--- src/logic/wake_pkg.sv ---
// Purpose: shared constants and types for the wake identifier filter channel
// Assumes: 100 MHz system clock
// Notes: timing counts derive from times in their own units
package wake_pkg;
	localparam int unsigned CLK_HZ           = 100000000;
	localparam int unsigned DEF_BAUD         = 500000;
	localparam int unsigned STD_ID_W         = 11;
	localparam int unsigned EXT_ID_W         = 29;
	localparam int unsigned DEF_TIMEOUT_MS   = 1000;
	localparam int unsigned TIMEOUT_CYCLES   = (CLK_HZ / 1000) * DEF_TIMEOUT_MS;
	localparam int unsigned BIT_DIV_DEFAULT  = CLK_HZ / DEF_BAUD;
	localparam int unsigned HOLD_DEPTH       = 4;
	localparam logic [28:0] RST_IDENT        = 29'h0000000;
	localparam logic [28:0] RST_MASK         = 29'h0000000;

	typedef enum logic [1:0] {
		WAKE_DISABLED = 2'b00,
		WAKE_BASIC    = 2'b01,
		WAKE_LOSSLESS = 2'b10,
		WAKE_KEEP     = 2'b11
	} wake_mode_t;

	typedef enum logic [1:0] {
		PWR_OFF     = 2'b00,
		PWR_WAKING  = 2'b01,
		PWR_RUN     = 2'b10
	} pwr_state_t;
endpackage

--- src/logic/frame_if.sv ---
// Purpose: carries received frames into the hold memory
// Assumes: single clock domain
// Notes: one word per frame: extended flag and identifier
`timescale 1ns/1ps
interface frame_if;
	logic        wr_en;
	logic [29:0] wr_data;
	logic        rd_en;
	logic [29:0] rd_data;
	logic        rd_valid;
	logic        full;
	logic        empty;
	modport owner (output wr_en, output wr_data, output rd_en,
		input rd_data, input rd_valid, input full, input empty);
	modport mem (input wr_en, input wr_data, input rd_en,
		output rd_data, output rd_valid, output full, output empty);
endinterface

--- src/logic/frame_hold_mem.sv ---
// Purpose: small memory that keeps frames received while the logger wakes
// Assumes: reader never reads when empty; a write when full is dropped
// Notes: read data comes out of a register
`timescale 1ns/1ps
module frame_hold_mem #(
	parameter int unsigned DEPTH = wake_pkg::HOLD_DEPTH
) (
	input  wire logic clk_i,
	input  wire logic reset_n_i,
	frame_if.mem      port
);
	localparam int unsigned AW = $clog2(DEPTH);
	logic [29:0] store [DEPTH];
	logic [AW-1:0] wr_ptr;
	logic [AW-1:0] rd_ptr;
	logic [AW:0]   count;

	assign port.full  = (count == (AW+1)'(DEPTH));
	assign port.empty = (count == '0);

	always_ff @(posedge clk_i)
	begin
		if (port.wr_en && !port.full)
			store[wr_ptr] <= port.wr_data;
	end

	always_ff @(posedge clk_i or negedge reset_n_i)
	begin
		if (!reset_n_i)
		begin
			wr_ptr        <= '0;
			rd_ptr        <= '0;
			count         <= '0;
			port.rd_data  <= '0;
			port.rd_valid <= 1'b0;
		end
		else
		begin
			port.rd_valid <= 1'b0;
			if (port.wr_en && !port.full)
				wr_ptr <= (wr_ptr == AW'(DEPTH - 1)) ? '0 : wr_ptr + 1'b1;
			if (port.rd_en && !port.empty)
			begin
				port.rd_data  <= store[rd_ptr];
				port.rd_valid <= 1'b1;
				rd_ptr        <= (rd_ptr == AW'(DEPTH - 1)) ? '0 : rd_ptr + 1'b1;
			end
			count <= count + (AW+1)'(port.wr_en && !port.full)
				- (AW+1)'(port.rd_en && !port.empty);
		end
	end
endmodule

--- src/logic/can_wake_id_filter.sv ---
// Purpose: one classic CAN channel's bit timing, silent mode and wake filter
// Assumes: frames arrive decoded as a pulse with identifier and format flag
// Notes: inactivity timeout is a parameter so simulation can shorten it
//
// Summary of operation
// - bit rate selectable per channel, default 500k
// - all bus nodes must share bit rate
// - normal setting lets channel drive bus
// - silent mode: observe only, never drive
// - classic CAN only, no fast data phase
// - inactive after timeout; only then shutdown allowed
// - timeout logs entry, raises alert until acknowledged
// - disabled mode: frames never start logger
// - basic mode: wake, early frames may drop
// - lossless mode: frames kept, waking included, up to HOLD_DEPTH held before logger runs
// - keep awake: ignition starts, all sources stop
// - match identifier bits where mask is one
// - identifier and mask standard or extended format
// - all-zero mask accepts every frame whose format is extended when the identifier or mask is extended, else standard
// - ident 22 mask 28: bits 4,2 set, 3 clear
// - qualifying frames keep running; absence stops logger
`timescale 1ns/1ps
module can_wake_id_filter #(
	parameter int unsigned TIMEOUT_CYCLES = wake_pkg::TIMEOUT_CYCLES,
	parameter int unsigned HOLD_DEPTH     = wake_pkg::HOLD_DEPTH
) (
	// clock and reset
	input  wire logic        clk_i,
	input  wire logic        reset_n_i,
	// configuration
	input  wire logic [15:0] bit_div_i,
	input  wire logic        normal_mode_i,
	input  wire logic [1:0]  wake_mode_i,
	input  wire logic [28:0] ident_value_i,
	input  wire logic        ident_value_ext_i,
	input  wire logic [28:0] ident_compare_mask_i,
	input  wire logic        ident_mask_ext_i,
	// bus pins and controller side
	input  wire logic        can_rx_i,
	input  wire logic        ctrl_tx_i,
	input  wire logic        ctrl_tx_en_i,
	output logic             can_tx_o,
	output logic             bit_tick_o,
	output logic             rx_sample_o,
	// decoded frames
	input  wire logic        frame_valid_i,
	input  wire logic [28:0] frame_ident_i,
	input  wire logic        frame_ext_i,
	// wake sources and power
	input  wire logic        ignition_i,
	input  wire logic        other_wake_i,
	input  wire logic        logger_ready_i,
	input  wire logic        alert_ack_i,
	output logic             logger_on_o,
	output logic             shutdown_ok_o,
	output logic             any_wake_source_o,
	// captured frames and alerts
	output logic             cap_valid_o,
	output logic [29:0]      cap_data_o,
	output logic             log_entry_o,
	output logic             alert_o
);
	localparam int unsigned TW = $clog2(TIMEOUT_CYCLES + 1);

	frame_if fifo ();
	wake_pkg::pwr_state_t state;
	wake_pkg::pwr_state_t next_state;
	wake_pkg::wake_mode_t mode;
	logic [15:0] div_cnt;
	logic [TW-1:0] idle_cnt;
	logic qualify;
	logic timed_out;
	logic active_wake;

	// identifier compare with mask and format check
	function automatic logic id_match(input logic [28:0] id, input logic ext,
		input logic [28:0] val, input logic [28:0] msk, input logic fext);
		logic [28:0] m;
		m = fext ? msk : {18'h00000, msk[10:0]};
		id_match = (ext == fext) && (((id ^ val) & m) == 29'h0000000);
	endfunction

	assign mode    = wake_pkg::wake_mode_t'(wake_mode_i);
	assign qualify = frame_valid_i && id_match(frame_ident_i, frame_ext_i, ident_value_i,
		ident_compare_mask_i, ident_value_ext_i | ident_mask_ext_i);
	assign active_wake = (mode == wake_pkg::WAKE_BASIC) || (mode == wake_pkg::WAKE_LOSSLESS);
	assign timed_out   = (idle_cnt == TW'(TIMEOUT_CYCLES));

	// bit-rate divider gives one-cycle sample tick; classic rate only
	always_ff @(posedge clk_i or negedge reset_n_i)
	begin
		if (!reset_n_i)
		begin
			div_cnt    <= 16'h0000;
			bit_tick_o <= 1'b0;
		end
		else if (div_cnt >= bit_div_i - 16'h0001)
		begin
			div_cnt    <= 16'h0000;
			bit_tick_o <= 1'b1;
		end
		else
		begin
			div_cnt    <= div_cnt + 16'h0001;
			bit_tick_o <= 1'b0;
		end
	end

	// sample and transmit only on the tick; recessive unless normal mode
	always_ff @(posedge clk_i or negedge reset_n_i)
	begin
		if (!reset_n_i)
		begin
			can_tx_o    <= 1'b1;
			rx_sample_o <= 1'b1;
		end
		else if (bit_tick_o)
		begin
			rx_sample_o <= can_rx_i;
			if (normal_mode_i && ctrl_tx_en_i)
				can_tx_o <= ctrl_tx_i;
			else
				can_tx_o <= 1'b1;
		end
	end

	// inactivity counter restarts on each qualifying frame
	always_ff @(posedge clk_i or negedge reset_n_i)
	begin
		if (!reset_n_i)
			idle_cnt <= '0;
		else if (qualify || state == wake_pkg::PWR_OFF)
			idle_cnt <= '0;
		else if (!timed_out)
			idle_cnt <= idle_cnt + 1'b1;
	end

	always_comb
	begin
		next_state = state;
		case (state)
			wake_pkg::PWR_OFF:
				if (mode == wake_pkg::WAKE_KEEP ? ignition_i : (active_wake && qualify))
					next_state = wake_pkg::PWR_WAKING;
			wake_pkg::PWR_WAKING:
				if (logger_ready_i)
					next_state = wake_pkg::PWR_RUN;
			wake_pkg::PWR_RUN:
				if (mode == wake_pkg::WAKE_KEEP)
				begin
					if (!ignition_i && !other_wake_i && timed_out)
						next_state = wake_pkg::PWR_OFF;
				end
				else if (timed_out)
					next_state = wake_pkg::PWR_OFF;
			default:
				next_state = wake_pkg::PWR_OFF;
		endcase
	end

	always_ff @(posedge clk_i or negedge reset_n_i)
	begin
		if (!reset_n_i)
			state <= wake_pkg::PWR_OFF;
		else
			state <= next_state;
	end

	always_ff @(posedge clk_i or negedge reset_n_i)
	begin
		if (!reset_n_i)
		begin
			logger_on_o       <= 1'b0;
			shutdown_ok_o     <= 1'b1;
			any_wake_source_o <= 1'b0;
		end
		else
		begin
			logger_on_o       <= (next_state != wake_pkg::PWR_OFF);
			shutdown_ok_o     <= (next_state == wake_pkg::PWR_OFF);
			any_wake_source_o <= ignition_i || other_wake_i || !timed_out && state != wake_pkg::PWR_OFF;
		end
	end

	// timeout event: one-cycle log pulse and alert held until acknowledge
	always_ff @(posedge clk_i or negedge reset_n_i)
	begin
		if (!reset_n_i)
		begin
			log_entry_o <= 1'b0;
			alert_o     <= 1'b0;
		end
		else
		begin
			log_entry_o <= (state == wake_pkg::PWR_RUN) && (next_state == wake_pkg::PWR_OFF)
				&& timed_out;
			if ((state == wake_pkg::PWR_RUN) && (next_state == wake_pkg::PWR_OFF) && timed_out)
				alert_o <= 1'b1;
			else if (alert_ack_i)
				alert_o <= 1'b0;
		end
	end

	// lossless mode holds frames from the waking one until the logger runs;
	// live frames queue behind any backlog so order is kept; a frame that arrives while the HOLD_DEPTH store is full is lost
	assign fifo.wr_en   = frame_valid_i && (mode == wake_pkg::WAKE_LOSSLESS)
		&& (state == wake_pkg::PWR_WAKING || (state == wake_pkg::PWR_OFF && qualify)
		|| (state == wake_pkg::PWR_RUN && (!fifo.empty || fifo.rd_valid)));
	assign fifo.wr_data = {frame_ext_i, frame_ident_i};
	assign fifo.rd_en   = (state == wake_pkg::PWR_RUN) && !fifo.empty;

	frame_hold_mem #(
		.DEPTH (HOLD_DEPTH)
	) u_hold (
		.clk_i     (clk_i),
		.reset_n_i (reset_n_i),
		.port      (fifo)
	);

	// running: live frames pass once backlog drains; basic mode drops wake frames
	always_ff @(posedge clk_i or negedge reset_n_i)
	begin
		if (!reset_n_i)
		begin
			cap_valid_o <= 1'b0;
			cap_data_o  <= 30'h00000000;
		end
		else if (fifo.rd_valid)
		begin
			cap_valid_o <= 1'b1;
			cap_data_o  <= fifo.rd_data;
		end
		else
		begin
			cap_valid_o <= frame_valid_i && (state == wake_pkg::PWR_RUN)
				&& fifo.empty && !fifo.rd_valid;
			cap_data_o  <= {frame_ext_i, frame_ident_i};
		end
	end
endmodule

--- config.mk ---
export PLATFORM = sky130hd
export DESIGN_NAME = can_wake_id_filter
export DESIGN_NICKNAME = d
export VERILOG_FILES = /design/src/logic/wake_pkg.sv /design/src/logic/frame_if.sv /design/src/logic/frame_hold_mem.sv /design/src/logic/can_wake_id_filter.sv
export SDC_FILE = /design/constraint.sdc
export NUM_CORES = 1
export LEC_CHECK = 0
export BUFFER_PORTS_ARGS = -buffer_cell sky130_fd_sc_hd__buf_2
export CAP_MARGIN = 10
export CORE_MARGIN = 1.5
export CORE_UTILIZATION = 57
export DETAILED_ROUTE_END_ITERATION = 6
export HOLD_SLACK_MARGIN = 0.05
export PLACE_DENSITY = 0.76
export RECOVER_POWER = 50
export SLEW_MARGIN = 25
export SYNTH_ARGS = -nofsm -noshare
export SYNTH_HDL_FRONTEND = slang
export SYNTH_SLANG_ARGS = --single-unit
--- constraint.sdc ---
create_clock -name clk_i -period 2.8 [get_ports clk_i]
set_input_delay 0.28 -clock clk_i [delete_from_list [all_inputs] [get_ports clk_i]]
set_output_delay 0.28 -clock clk_i [all_outputs]
set_load 0.05 [all_outputs]
==> flow_metrics.tcl <==
set metrics [dict create \
    outcome "finished with violations" \
    violations "max-capacitance violations, max-slew violations" \
    p_leak_nw 5.501 \
    grt_pass1_wl_um 37560 \
    slew_viol_final 74 \
    switchingPower_mw 3.624 \
    fin_worst_skew_ns 0.01327 \
    syn_area_per_cell_um2 14.59 \
    synth.area.mux_share_pct 13.60 \
    std_cell_rows 49 \
    drt_iter0_drc 391 \
    synth-edff-count 120 \
    powerDensity_mw_per_mm2 871.4 \
    final_cells 1219 \
    min_from "frame_valid_i" \
    worstRegToRegCells 9 \
    utilization_pct 73.05 \
    dp.cells 1134 \
    post_drt_wl_per_cell_um 19.02 \
    drc 0 \
    tightest_slew_ns 1.929 \
    rrSetupSlack_ns 0.35 \
    grt_max_degree 74 \
    synth-seq-area-share_pct 62.26 \
    core_area_mm2 0.01821 \
    grt_usage_pct 24.65 \
    ys_ff_latch 242 \
    start_kind "input port" \
    end_kind "flip-flop" \
    yosys.area_share.simple_pct 9.077 \
    root_buffer "clkbuf_16" \
    yosys_warnings 0 \
    multi_input_area_mm2 0.003910 \
    grt-busiest-layer "met2" \
    worstHoldEndpoint "cap_valid_o" \
    detailed_place_hpwl_um 15560 \
    min_period_over_period_pct 96.29 \
    power_frac_seq_pct 41.2 \
    critPathMostFrequentCell "xnor2_1" \
    clockBufferDepth 3 \
    die_h_um 140.0 \
    io_pins 158 \
    crit_chain "dlygate4sd3_1 -> buf_2 -> xor2_1 -> a22oi_2 -> nand4_1 -> nor4_4 -> a31o_2 -> ha_1 -> inv_1 -> fa_1 -> xnor2_1 -> xnor2_1" \
    met2_usage_pct 42.92 \
    vias 6799 \
    synth_xor_xnor_area_share_pct 6.796 \
    dieArea_mm2 0.01960 \
    synth_compound_area_share_pct 3.123 \
    syn_to_final_growth_pct 24.35 \
    grt_pass1_vias 7304 \
    start_util_pct 58.74 \
    cts_tree "yes" \
    grtUsageMet1_pct 31.91 \
    netlist_area_mm2 0.01070 \
    gr-usage-met3_pct 4.718 \
    drv_cap 1 \
    yosysUniqueCellTypes 52 \
    cp_slowest_cell "dlygate4sd3_1" \
    critPathBufInv 3 \
    diodes 0 \
    max_freq_mhz 370.9 \
    clk_pin_slew_ns 0.06 \
    vias_per_cell 5.578 \
    slew_headroom_pct -28.63 \
    worstSetupPathType "in -> reg" \
    wl_um 23190 \
    io_buffers 157 \
    switching_share_pct 31.27 \
    antenna_found_initial 0 \
    regArea_mm2 0.006664 \
    slowest_delay_ns 0.53 \
    final_antenna_net_count 0 \
    hold_depth 3 \
    crit_arrival_ns 3.13 \
    fin_nets 1120 \
    syn_inst 733 \
    gp_congestion 0.8331 \
    drive_gt1_share_pct 33.54 \
    syn_nets 882 \
    synth_fa_ha_area_share_pct 3.579 \
    intPower_mw 7.967 \
    min_path_type "in -> reg" \
    overflow 0 \
    htreeDepth 1 \
    setup-violations-final 0 \
    clk_latency_ns 0.52 \
    die_w_um 140.0 \
    async_flop_share_pct 50.41 \
    first_pass_iters 4 \
    crit_fanout 6 \
    layout_min_cycle_time_ns 2.696 \
    clock_sink_count 242 \
    reg2reg_to "u_hold.count[2]" \
    crit_family "buffers and inverters" \
    nFillCells 1197 \
    clkPwrFrac_pct 29.5 \
    max-vdd-ir-drop_mv 0.6309 \
    finalHoldViolCount 0 \
    timing.critical_path.required_ns 3.24 \
    ys.flop_type "edfxtp_1" \
    synth_top_family_by_area "multiplexers" \
    combinationalPowerShare_pct 29.4 \
    reg2reg_from "state[1]" \
    numCtsBuffers 25 \
]
what timing repair did:
item                                    in CTS  in global routing
hold buffers                                39                  0
setup buffers                                0                  0
resized for setup                            0                  4
hold endpoints to repair                   236                  0
endpoints found under the setup margin       0                  1
cells in the mapped netlist (all sizes together) (9+ instances only):
cell type,count,area share (%)
xor2,54,4.4
inv,17,0.60
dfrtp,119,28
nand4,13,0.76
xnor2,29,2.4
nor2,65,2.3
a21oi,9,0.42
nand3,11,0.51
ha,29,3.4
mux2,63,6.6
edfxtp,120,34
buf,13,0.71
and3,11,0.66
nand2,45,1.6
mux4,30,6.3
a22oi,11,0.77
worst register-to-register path, cell delays in order, from the launching register on:
cell and delay [ns]:
dfrtp_1 0.47, nor2b_1 0.28, o21ai_0 0.16, a21oi_1 0.34, a31o_2 0.19, ha_1 0.16, inv_1 0.05, fa_1 0.37
xnor2_1 0.21, xnor2_1 0.14
worst max path at each step:
stage	end	startpoint	slack, ns	cells past startpoint
after floorplan	div_cnt[10]	bit_div_i[5]	0.04	13
after global placement	div_cnt[0]	bit_div_i[5]	-0.08	13
after detailed placement	div_cnt[0]	bit_div_i[5]	-0.12	13
after CTS	u_hold.count[2]	frame_ident_i[15]	0.02	13
after global routing	u_hold.count[2]	frame_ident_i[6]	-0.002	12
final	u_hold.count[2]	frame_ident_i[3]	0.10	12
cells by family after synthesis:
kind of cell	count (synthesis)
AO/OA/AOI/OAI	49
buffers and inverters	37
AND/OR/NAND/NOR	192
XOR/XNOR	83
adder cells (fa/ha/maj)	30
multiplexers	100
flip-flops	242
metrics by stage:
stage	total power [mW]	setup WS [ns]	setup TNS, ns	hold slack, ns	area (µm²)
finish	11.59	0.1039	0	0.08824	13300
global route	12.15	-0.002497	-0.002497	0.08003	13300
CTS	11.71	0.01756	0	0.06016	13320
detailed placement	8.218	-0.1216	-1.306	0.3579	12060
global placement	8.043	-0.08072	-0.3545	0.3434	12060
floorplan	7.274	0.03913	0	-0.01559	10700
cells in the final DEF (no fill, tap or decap), types with 7 or more instances in the layout:
| cell | n |
|---|---|
| buf_2 | 140 |
| edfxtp_1 | 120 |
| dfrtp_1 | 116 |
| nor2_1 | 65 |
| mux2_2 | 63 |
| xor2_1 | 54 |
| nand2_1 | 44 |
| dlygate4sd3_1 | 39 |
| mux4_2 | 30 |
| xnor2_1 | 29 |
| ha_1 | 29 |
| clkbuf_16 | 25 |
| buf_4 | 24 |
| clkbuf_1 | 23 |
| inv_1 | 17 |
| nand4_1 | 13 |
| nand3_1 | 11 |
| and3_1 | 10 |
| a22oi_1 | 10 |
| a21oi_1 | 9 |
| buf_12 | 8 |
| nand2b_1 | 7 |
| mux2i_1 | 7 |
| clkbuf_8 | 7 |
registers in the layout, indices dropped and copies added, names as in the netlist:
register,flops
bit_tick_o,1
rx_sample_o,1
log_entry_o,1
state,2
can_tx_o,1
u_hold.count,3
u_hold.rd_ptr,2
u_hold.store,120
alert_o,1
u_hold.port.rd_valid,1
cap_valid_o,1
div_cnt,16
u_hold.port.rd_data,30
cap_data_o,30
u_hold.wr_ptr,2
shutdown_ok_o,1
logger_on_o,1
idle_cnt,27
any_wake_source_o,1
metal layers:
| metal | vias to the layer above | part of all wire [%] |
|---|---|---|
| li1 | 3172 | - |
| met1 | 3382 | 40 |
| met2 | 209 | 51 |
| met3 | 36 | 6.8 |
| met4 | 0 | 1.8 |
| met5 | - | 0 |
power groups by stage:
stage / combinational, mW / sequential, mW / clock [mW]
CTS: 3.45 / 4.77 / 3.49
detailed placement: 3.38 / 4.84 / 0
global route: 3.67 / 4.85 / 3.63
global placement: 3.25 / 4.80 / 0
floorplan: 1.95 / 5.32 / 0
finish: 3.41 / 4.77 / 3.42
final cells by class:
class | count | share of cell area (%)
Sequential cell | 242 | 50.10
Timing Repair Buffer | 231 | 11.35
Tap cell | 229 | 2.154
Clock buffer | 38 | 5.597
Multi-Input combinational cell | 454 | 29.40
Inverter | 17 | 0.4797
Clock inverter | 8 | 0.9218
Power figures use the tool's default switching activity.
